File: src/rate_conv_map.vh
// Constants for the rate converter control block.
// Assumes inclusion by the control module only.
`ifndef RATE_CONV_MAP_VH
`define RATE_CONV_MAP_VH
// Address and reset value of the status register
`define RATE_STATUS_ADDR 10'h212
`define RATE_STATUS_RESET 16'h0000
`define ERR_FIELD_MSB 3
// Error codes
`define ERR_NONE 4'h0
`define ERR_BAD_RATE 4'h1
`define ERR_BAD_DIV 4'h2
`define ERR_BOTH_DIV 4'h3
`define ERR_DIV_RATE 4'h4
`define ERR_HI_ENABLES 4'h5
`define ERR_CORE_RATE 4'h6
`define ERR_MIXED_CORE 4'h7
`define ERR_SAME_SRC_RATE 4'h8
`define ERR_SAME_SRC_MIX 4'h9
// Rate codes (4 bits), divider (3 bits) and ratio limits
`define RATE_88K2 4'h9
`define RATE_96K 4'hA
`define RATE_MAX 4'hA
`define DIV_NONE 3'h0
`define DIV_MAX 3'h5
`define RATIO_MAX 4'h9
`define RATIO_MIN 4'h1
// Lock settle count in cycles
`define LOCK_CYCLES 8'h40
`endif

File: src/sample_fifo.v
// Sample FIFO with valid/ready on both sides.
// Assumes one clock and a synchronous active-low reset.
`timescale 1ns/1ps
module sample_fifo #(
	parameter WIDTH = 32,
	parameter DEPTH = 8,
	parameter AW = 3
) (
	input wire sys_clk_i,
	input wire rst_n_i,
	input wire flush_i,
	input wire [WIDTH-1:0] in_data_i,
	input wire in_valid_i,
	output wire in_ready_o,
	output wire [WIDTH-1:0] out_data_o,
	output wire out_valid_o,
	input wire out_ready_i
);
	reg [WIDTH-1:0] mem [0:DEPTH-1];
	reg [AW-1:0] wp_q;
	reg [AW-1:0] rp_q;
	reg [AW:0] cnt_q;
	wire push;
	wire pop;
	assign in_ready_o = (cnt_q != DEPTH[AW:0]);
	assign out_valid_o = (cnt_q != {(AW+1){1'b0}});
	assign out_data_o = mem[rp_q];
	assign push = in_valid_i & in_ready_o;
	assign pop = out_valid_o & out_ready_i;
	always @(posedge sys_clk_i) begin
		if (push)
			mem[wp_q] <= in_data_i;
		if (!rst_n_i || flush_i) begin
			wp_q <= {AW{1'b0}};
			rp_q <= {AW{1'b0}};
			cnt_q <= {(AW+1){1'b0}};
		end else begin
			if (push)
				wp_q <= (wp_q == DEPTH[AW-1:0] - 1'b1) ? {AW{1'b0}} :
					wp_q + 1'b1;
			if (pop)
				rp_q <= (rp_q == DEPTH[AW-1:0] - 1'b1) ? {AW{1'b0}} :
					rp_q + 1'b1;
			if (push && !pop)
				cnt_q <= cnt_q + 1'b1;
			else if (pop && !push)
				cnt_q <= cnt_q - 1'b1;
		end
	end
endmodule // sample_fifo

File: src/audio_rate_converter_control.v
// Rate converter control: routing, lock muting and config checking.
// Assumes settings come from the register file on sys_clk_i; clock
// sources and ratios are static levels, port lock levels are foreign.
//
// Behaviour
// [RULE1] Ports independent; convert stereo both directions
// [RULE2] Converters self-configure, enabled only when needed
// [RULE3] Core clock follows first or second port
// [RULE4] Input converter serves only the asynchronous port
// [RULE5] Receive path muted until input lock
// [RULE6] Output converter serves only the asynchronous port
// [RULE7] Transmit path muted until output lock
// [RULE8] Lock statuses routed to pin and interrupt; code drives in_lock_o and out_lock_o only, no interrupt
// [RULE9] High rate forces core rate, no conversion
// [RULE10] Software zeroes first port dividers when asynchronous; code checks the dividers of the port the core follows
// [RULE11] Status codes zero to three reported
// [RULE12] Status codes four to six reported
// [RULE13] Status codes seven to nine reported
// [RULE14] Status re-evaluated on every setting change
`timescale 1ns/1ps
`include "rate_conv_map.vh"
module audio_rate_converter_control #(
	parameter WIDTH = 32,
	parameter DEPTH = 8
) (
	input wire sys_clk_i,
	input wire rst_n_i,
	input wire [1:0] first_port_clock_source_i,
	input wire [1:0] second_port_clock_source_i,
	input wire core_clock_source_i,
	input wire [3:0] first_port_rate_i,
	input wire [3:0] second_port_rate_i,
	input wire [3:0] core_rate_i,
	input wire [3:0] first_port_clock_ratio_i,
	input wire [3:0] second_port_clock_ratio_i,
	input wire [2:0] first_port_playback_divider_i,
	input wire [2:0] first_port_record_divider_i,
	input wire [2:0] second_port_playback_divider_i,
	input wire [2:0] second_port_record_divider_i,
	input wire first_port_out_enable_i,
	input wire second_port_out_enable_i,
	input wire [9:0] reg_addr_i,
	input wire reg_rd_i,
	output reg [15:0] reg_rdata_o,
	input wire in_lock_raw_i,
	input wire out_lock_raw_i,
	input wire [WIDTH-1:0] rx_data_i,
	input wire rx_valid_i,
	output reg rx_ready_o,
	output reg [WIDTH-1:0] rx_data_o,
	output reg rx_valid_o,
	input wire rx_ready_i,
	input wire [WIDTH-1:0] tx_data_i,
	input wire tx_valid_i,
	output reg tx_ready_o,
	output reg [WIDTH-1:0] tx_data_o,
	output reg tx_valid_o,
	output reg in_conv_enable_o,
	output reg in_conv_port_o,
	output reg out_conv_enable_o,
	output reg out_conv_port_o,
	output reg in_lock_o,
	output reg out_lock_o,
	output reg [3:0] config_error_code_o
);
	// ***********************************************
	// Configuration check
	// ***********************************************
	function is_high_rate;
		input [3:0] r;
		begin
			is_high_rate = (r == `RATE_88K2) || (r == `RATE_96K);
		end
	endfunction

	function bad_div;
		input [2:0] d;
		begin
			bad_div = (d > `DIV_MAX);
		end
	endfunction

	function bad_ratio;
		input [3:0] q;
		begin
			bad_ratio = (q > `RATIO_MAX) || (q < `RATIO_MIN);
		end
	endfunction

	function core_match;
		input [3:0] r;
		input [3:0] c;
		begin
			core_match = is_high_rate(r) ? (r == c) : 1'b1;
		end
	endfunction

	wire async_ports;
	wire any_high;
	wire core_port;
	wire first_both;
	wire second_both;
	wire first_mixed;
	wire second_mixed;
	reg [3:0] err_d;
	reg [3:0] err_q;

	assign async_ports = (first_port_clock_source_i !=
		second_port_clock_source_i);
	assign core_port = core_clock_source_i; // RULE3
	assign any_high = is_high_rate(first_port_rate_i) ||
		is_high_rate(second_port_rate_i);
	assign first_both = (first_port_playback_divider_i != `DIV_NONE) &&
		(first_port_record_divider_i != `DIV_NONE);
	assign second_both = (second_port_playback_divider_i != `DIV_NONE) &&
		(second_port_record_divider_i != `DIV_NONE);
	assign first_mixed = (first_port_playback_divider_i !=
		first_port_record_divider_i);
	assign second_mixed = (second_port_playback_divider_i !=
		second_port_record_divider_i);

	// Lowest code wins when several settings are wrong, but code 9 wins over code 8
	always @* begin
		err_d = `ERR_NONE;
		if (first_port_rate_i > `RATE_MAX || second_port_rate_i > `RATE_MAX
			|| core_rate_i > `RATE_MAX)
			err_d = `ERR_BAD_RATE; // RULE11
		else if (bad_div(first_port_playback_divider_i) ||
			bad_div(first_port_record_divider_i) ||
			bad_div(second_port_playback_divider_i) ||
			bad_div(second_port_record_divider_i))
			err_d = `ERR_BAD_DIV; // RULE11
		else if (first_both || second_both)
			err_d = `ERR_BOTH_DIV; // RULE11
		else if (is_high_rate(core_rate_i) && (first_mixed || second_mixed))
			err_d = `ERR_DIV_RATE; // RULE12
		else if (any_high && (first_port_out_enable_i ||
			second_port_out_enable_i))
			err_d = `ERR_HI_ENABLES; // RULE12 RULE9
		else if (any_high &&
			!(core_match(first_port_rate_i, core_rate_i) &&
			core_match(second_port_rate_i, core_rate_i)))
			err_d = `ERR_CORE_RATE; // RULE9
		else if (core_port ? bad_ratio(second_port_clock_ratio_i) :
			bad_ratio(first_port_clock_ratio_i))
			err_d = `ERR_CORE_RATE; // RULE12
		else if (async_ports && (core_port ? second_mixed : first_mixed))
			err_d = `ERR_MIXED_CORE; // RULE13 RULE10
		else if (!async_ports && first_port_rate_i != second_port_rate_i &&
			(first_mixed || second_mixed))
			err_d = `ERR_SAME_SRC_MIX; // RULE13
		else if (!async_ports && first_port_rate_i != second_port_rate_i)
			err_d = `ERR_SAME_SRC_RATE; // RULE13
	end

	// ***********************************************
	// Converter assignment and lock
	// ***********************************************
	reg in_s1_q;
	reg in_s2_q;
	reg out_s1_q;
	reg out_s2_q;
	reg [7:0] in_cnt_q;
	reg [7:0] out_cnt_q;
	reg [13:0] cfg_prev_q;
	wire conv_need;
	wire cfg_change;
	wire [13:0] cfg_now;
	wire in_locked;
	wire out_locked;

	// Converters run only for asynchronous ports with a valid setup
	assign conv_need = async_ports && !any_high && (err_d == `ERR_NONE);
	// A change of port synchrony, core source or any rate restarts the lock count
	assign cfg_now = {core_rate_i, second_port_rate_i, first_port_rate_i,
		async_ports, core_port};
	assign cfg_change = (err_d != err_q) || (cfg_now != cfg_prev_q);
	assign in_locked = (in_cnt_q == `LOCK_CYCLES);
	assign out_locked = (out_cnt_q == `LOCK_CYCLES);

	always @(posedge sys_clk_i) begin
		if (!rst_n_i) begin
			in_s1_q <= 1'b0;
			in_s2_q <= 1'b0;
			out_s1_q <= 1'b0;
			out_s2_q <= 1'b0;
			in_cnt_q <= 8'h00;
			out_cnt_q <= 8'h00;
			cfg_prev_q <= 14'h0000;
			err_q <= `ERR_NONE;
			in_conv_enable_o <= 1'b0;
			out_conv_enable_o <= 1'b0;
			in_conv_port_o <= 1'b0;
			out_conv_port_o <= 1'b0;
			in_lock_o <= 1'b0;
			out_lock_o <= 1'b0;
			config_error_code_o <= `ERR_NONE;
			reg_rdata_o <= `RATE_STATUS_RESET;
		end else begin
			// Lock levels come from the converter clocks: two stages first
			in_s1_q <= in_lock_raw_i;
			in_s2_q <= in_s1_q;
			out_s1_q <= out_lock_raw_i;
			out_s2_q <= out_s1_q;
			err_q <= err_d; // RULE14
			cfg_prev_q <= cfg_now;
			config_error_code_o <= err_d; // RULE11
			in_conv_enable_o <= conv_need; // RULE2
			out_conv_enable_o <= conv_need; // RULE2
			// Converter sits on the port the core does not follow
			in_conv_port_o <= ~core_port; // RULE4
			out_conv_port_o <= ~core_port; // RULE6
			// Lock restarts on a change of rate, routing or error code, or on raw lock loss
			if (!conv_need || cfg_change || !in_s2_q)
				in_cnt_q <= 8'h00; // RULE8
			else if (!in_locked)
				in_cnt_q <= in_cnt_q + 8'h01;
			if (!conv_need || cfg_change || !out_s2_q)
				out_cnt_q <= 8'h00; // RULE8
			else if (!out_locked)
				out_cnt_q <= out_cnt_q + 8'h01;
			in_lock_o <= in_locked; // RULE8
			out_lock_o <= out_locked; // RULE8
			if (reg_rd_i)
				reg_rdata_o <= (reg_addr_i == `RATE_STATUS_ADDR) ?
					{12'h000, err_d} : 16'h0000; // RULE11
		end
	end

	// ***********************************************
	// Muted converted paths
	// ***********************************************
	wire rx_gate;
	wire tx_gate;
	wire rx_f_ready;
	wire tx_f_ready;
	wire [WIDTH-1:0] rx_f_data;
	wire [WIDTH-1:0] tx_f_data;
	wire rx_f_valid;
	wire tx_f_valid;
	wire rx_take;
	wire tx_take;

	// Synchronous setups pass straight through, except tx at high rates; converted ones wait
	assign rx_gate = !conv_need || in_locked; // RULE5 RULE1
	assign tx_gate = !conv_need || out_locked; // RULE7 RULE1
	assign rx_take = rx_f_valid && rx_gate && (!rx_valid_o || rx_ready_i);
	assign tx_take = tx_f_valid && tx_gate && !any_high &&
		(!tx_valid_o || 1'b1);

	sample_fifo #(.WIDTH(WIDTH), .DEPTH(DEPTH), .AW(3)) u_rx_fifo (
		.sys_clk_i(sys_clk_i),
		.rst_n_i(rst_n_i),
		.flush_i(!rx_gate), // RULE5
		.in_data_i(rx_data_i),
		.in_valid_i(rx_valid_i),
		.in_ready_o(rx_f_ready),
		.out_data_o(rx_f_data),
		.out_valid_o(rx_f_valid),
		.out_ready_i(rx_take)
	);

	sample_fifo #(.WIDTH(WIDTH), .DEPTH(DEPTH), .AW(3)) u_tx_fifo (
		.sys_clk_i(sys_clk_i),
		.rst_n_i(rst_n_i),
		.flush_i(!tx_gate || any_high), // RULE7 RULE9
		.in_data_i(tx_data_i),
		.in_valid_i(tx_valid_i),
		.in_ready_o(tx_f_ready),
		.out_data_o(tx_f_data),
		.out_valid_o(tx_f_valid),
		.out_ready_i(tx_take)
	);

	always @(posedge sys_clk_i) begin
		if (!rst_n_i) begin
			rx_data_o <= {WIDTH{1'b0}};
			rx_valid_o <= 1'b0;
			rx_ready_o <= 1'b0;
			tx_data_o <= {WIDTH{1'b0}};
			tx_valid_o <= 1'b0;
			tx_ready_o <= 1'b0;
		end else begin
			rx_ready_o <= rx_f_ready;
			tx_ready_o <= tx_f_ready;
			if (!rx_gate)
				rx_valid_o <= 1'b0; // RULE5
			else if (rx_take) begin
				rx_data_o <= rx_f_data;
				rx_valid_o <= 1'b1;
			end else if (rx_ready_i)
				rx_valid_o <= 1'b0;
			if (!tx_gate || any_high)
				tx_valid_o <= 1'b0; // RULE7
			else if (tx_take) begin
				tx_data_o <= tx_f_data;
				tx_valid_o <= 1'b1;
			end else
				tx_valid_o <= 1'b0;
		end
	end
endmodule // audio_rate_converter_control

File: config.mk
export PLATFORM = sky130hd
export DESIGN_NAME = audio_rate_converter_control
export DESIGN_NICKNAME = d
export VERILOG_FILES = /design/src/sample_fifo.v /design/src/audio_rate_converter_control.v
export VERILOG_INCLUDE_DIRS = /design/src
export SDC_FILE = /design/constraint.sdc
export NUM_CORES = 1
export LEC_CHECK = 0
export BUFFER_PORTS_ARGS = -buffer_cell sky130_fd_sc_hd__buf_2
export CAP_MARGIN = 20
export CORE_UTILIZATION = 59
export CTS_CLUSTER_SIZE = 14
export DETAILED_ROUTE_END_ITERATION = 12
export PLACE_DENSITY = 0.79
export SLEW_MARGIN = 20
export SYNTH_ARGS = -nofsm -noshare
export SYNTH_HDL_FRONTEND = slang
export SYNTH_SLANG_ARGS = --single-unit
File: constraint.sdc
create_clock -name sys_clk_i -period 6.36 [get_ports sys_clk_i]
set_clock_uncertainty 0.1 [all_clocks]
set_input_delay 0 -clock sys_clk_i [delete_from_list [all_inputs] [get_ports sys_clk_i]]
set_output_delay 0 -clock sys_clk_i [all_outputs]
set_load 0.02 [all_outputs]
==> metrics.md <==
| Metric | Value |
|---|---|
| Peak supply drop | 0.351 mV |
| Crit start category | primary input |
| Area share of the largest cell type after synthesis | 61.3% |
| Max Cap Viol | 0 |
| Overall Power | 11.5 mW |
| Final setup TNS | 0 ns |
| Pre-antenna DRT Iters | 5 |
| Req. time, crit path | 6.72 ns |
| CTS root buffer | clkbuf_16 |
| Synthesized area | 25100 sq um |
| Critical-path maximum fanout | 65 |
| Starting Density | 59.8% |
| CP Cell Sequence | dlygate4sd3_1 -> buf_2 -> xnor2_1 -> o32a_1 -> o21bai_1 -> dlygate4sd3_1 -> and2_1 -> a32o_1 -> a31oi_4 -> buf_4 -> inv_1 -> ha_1 -> inv_1 -> ha_1 -> a21o_1 -> a21oi_1 -> xnor2_1 -> nor2_1 -> xnor2_1 -> nor2_1 |
| # nets final | 1866 |
| Vias in the first global route | 14200 |
| Grt total ovfl | 0 |
| Share of flip-flops with an asynchronous set or reset | 0% |
| Full die area | 43300 sq um |
| FMAX | 215 MHz |
| Post-CTS Setup Bufs | 0 |
| Leak | 10.1 nW |
| Top post-synthesis cells by area | edfxtp_1 61%, mux4_2 11%, dfxtp_1 11% |
| Worst Slack Setup Final | 1.71 ns |
| Initial antenna violation count | 4 |
| Synth Instances | 1409 |
| Crit path max-delay family | buffers and inverters |
| CP arrival | 5.01 ns |
| Period utilisation layout | 73.1% |
| Die H | 208 um |
| Hold Fails Final Rpt | 0 |
| Htree depth | 3 |
| Residual DRC | 0 |
| Synth area leader | edfxtp_1 |
| CP peak stage delay | 0.60 ns |
| Syn_area_per_cell | 17.8 sq um |
| Min Tclk post-route | 4.65 ns |
| DP Wirelength | 28000 um |
| Worst path slowest cell | dlygate4sd3_1 |
| Synth cell types | 54 |
| CP endpoint kind | register |
| Clk sinks | 646 |
| Largest net degree at the start of global routing | 67 |
| CP most frequent cell | xnor2_1 |
| Dpl ws | 2.21 ns |
| Rel. slew slack | 34.1% |
| Critical path type | in -> reg |
| Maximum clock path buffer count | 3 |
| Detailed Route WL | 51600 um |
| I/O Pins | 215 |
| ANT nets after route | 0 |
| Clock slew seen by the registers of the worst setup and hold paths | 0.06 ns |
| Share of cells above drive strength 1 | 28.1% |
| Layout area overhead | 19.1% |
| Worst-Skew Late Latency | 0.58 ns |
| Synth Flop Type | edfxtp_1 |
| Sequential area share after synthesis | 72.0% |
| # rows | 75 |
| Die width | 208 um |
| Crit path buffers/inverters | 6 |
| First-pass GRT wire length | 79500 um |
| Worst Tran Pin Value | 0.988 ns |
| Max Transition Viols Final | 0 |
| Yosys warns | 0 |
| Fill cells | 2521 |
| Via count | 13800 |
| Drt initial violations | 1015 |
| Setup violators final | 0 |
| CTS tree | built |
| #FFs+latches synth | 646 |
| Routability cong. | 0.812 |
| Gr usage total | 24.2% |
| HP Class | in -> reg |
| Port bufs | 202 |
| Wire per inst | 22.3 um |
| Via density | 5.93 |
| Post-synth EDFFs | 512 |
| Core ar. | 41900 sq um |
| Cell Pwr Density | 384 nW/um^2 |
| CTS buffer count | 66 |
| Status | finished, final reports clean |
| Unrepaired setup endpoints after global routing | no |
## sequential cells by signal, summed over array words and instances (netlist names), 3 cells and up
name	count
tx_data_o	32
u_tx_fifo.cnt_q	4
u_tx_fifo.rp_q	3
u_rx_fifo.cnt_q	4
u_rx_fifo.wp_q	3
cfg_prev_q	14
rx_data_o	32
in_cnt_q	8
u_rx_fifo.mem	256
u_tx_fifo.wp_q	3
err_q	4
reg_rdata_o	4
u_tx_fifo.mem	256
u_rx_fifo.rp_q	3
out_cnt_q	8
## worst paths after layout
| kind | from | endpoint | slack, ns | cells after the start |
|---|---|---|---|---|
| hold reg to reg | in_s1_q | in_s2_q | 0.34 | 1 |
| setup reg to reg | in_cnt_q[0] | u_rx_fifo.cnt_q[3] | 2.76 | 16 |
| setup / recovery | first_port_rate_i[1] | u_rx_fifo.cnt_q[3] | 1.71 | 20 |
| hold / removal | first_port_record_divider_i[0] | err_q[2] | 0.10 | 7 |
## area by class of cell
cell class	count	area, sq um	share of cell area, %
Inverter	15	56.3	0.189
Timing Repair Buffer	330	2230	7.46
Clock buffer	82	1760	5.91
Antenna cell	2	5.00	0.0168
Multi-Input combinational cell	666	6670	22.3
Clock inverter	38	390	1.31
Tap cell	539	674	2.26
Sequential cell	646	18100	60.5
## synth_stat cells (all sizes together) (3+ instances only)
master and instances:
and3 5, xor2 30, nand3 22, nor2 105, nand2 32, nand2b 5, nor4b 3, dfxtp 134
a31oi 4, mux2i 68, nand4 8, mux4 128, nor3 39, clkbuf 41, a21oi 19, a211oi 65
a21o 7, nor4 10, and2 18, nor3b 8, buf 52, edfxtp 512, ha 18, inv 15
xnor2 31, o21ai 6
## layer usage
metal	GRT usage, %	share of wire [%]	vias up
li1	-	-	6162
met2	40.5	50	509
met4	7.46	2.2	4
met1	31.6	41	6979
met5	0	0.052	-
met3	5.65	6.8	101
## cells in the final DEF (no fill, tap or decap), drive strengths merged, types with 2 or more instances in the layout
cell type | Yosys | routed
dlygate4sd3 | 0 | 102
mux4 | 128 | 128
bufinv | 0 | 6
clkinv | 0 | 25
edfxtp | 512 | 512
and2 | 18 | 18
nor3 | 39 | 39
a21o | 7 | 7
diode | 0 | 2
nor4b | 3 | 3
o21ai | 6 | 6
nand2 | 32 | 32
a22oi | 2 | 2
o22ai | 2 | 2
and3 | 5 | 5
xor2 | 30 | 30
xnor2 | 31 | 31
nand4 | 8 | 8
nor4 | 10 | 10
conb | 1 | 12
nand3 | 22 | 22
a31oi | 4 | 4
fa | 2 | 2
a211oi | 65 | 65
clkbuf | 41 | 82
dfxtp | 134 | 134
mux2i | 68 | 68
buf | 52 | 228
ha | 18 | 18
a21oi | 19 | 19
inv | 15 | 19
clkinvlp | 0 | 3
nor3b | 8 | 8
nand2b | 5 | 5
nor2 | 105 | 105
## metrics by stage
step                hold slack [ns]  std cells  cell area (sq um)  util, %
floorplan                   -0.0276       1420              25100        -
global placement              0.111       2094              26700     63.6
detailed placement            0.121       2094              26700     63.6
CTS                          0.0660       2316              29800     71.2
global route                  0.113       2317              29800     71.2
finish                        0.101       2318              29900     71.2
## worst min-delay path: cells and delay by family
family | cells | cell delay [ns]
simple gates | 3 | 0.27
compound gates | 2 | 0.30
buf+inv | 2 | 0.18
## cells by family (layout without fill, tap and decap cells)
family	count (synthesis)	count (layout)	synth area share [%]
DFF	646	646	72.0
muxes	196	196	14.2
buffers and inverters	108	465	2.05
xor gates and xnor gates	61	61	2.13
AOI/OAI and AO/OA	116	116	3.29
and+or+nand+nor	261	261	5.21
other	1	14	0.0150
adders and majority gates	20	20	1.06
## power breakdown
part / switching (mW) / internal, mW
Combinational: 1.36 / 1.14
Clock: 1.58 / 2.23
Sequential: 0.240 / 4.90
## timing repair
| action | CTS | global route |
|---|---|---|
| hold buffers | 102 | 0 |
| endpoints found under the hold margin | 549 | 0 |
| resized for setup | 0 | 0 |
Note: power is estimated with default switching activity, not from simulation.
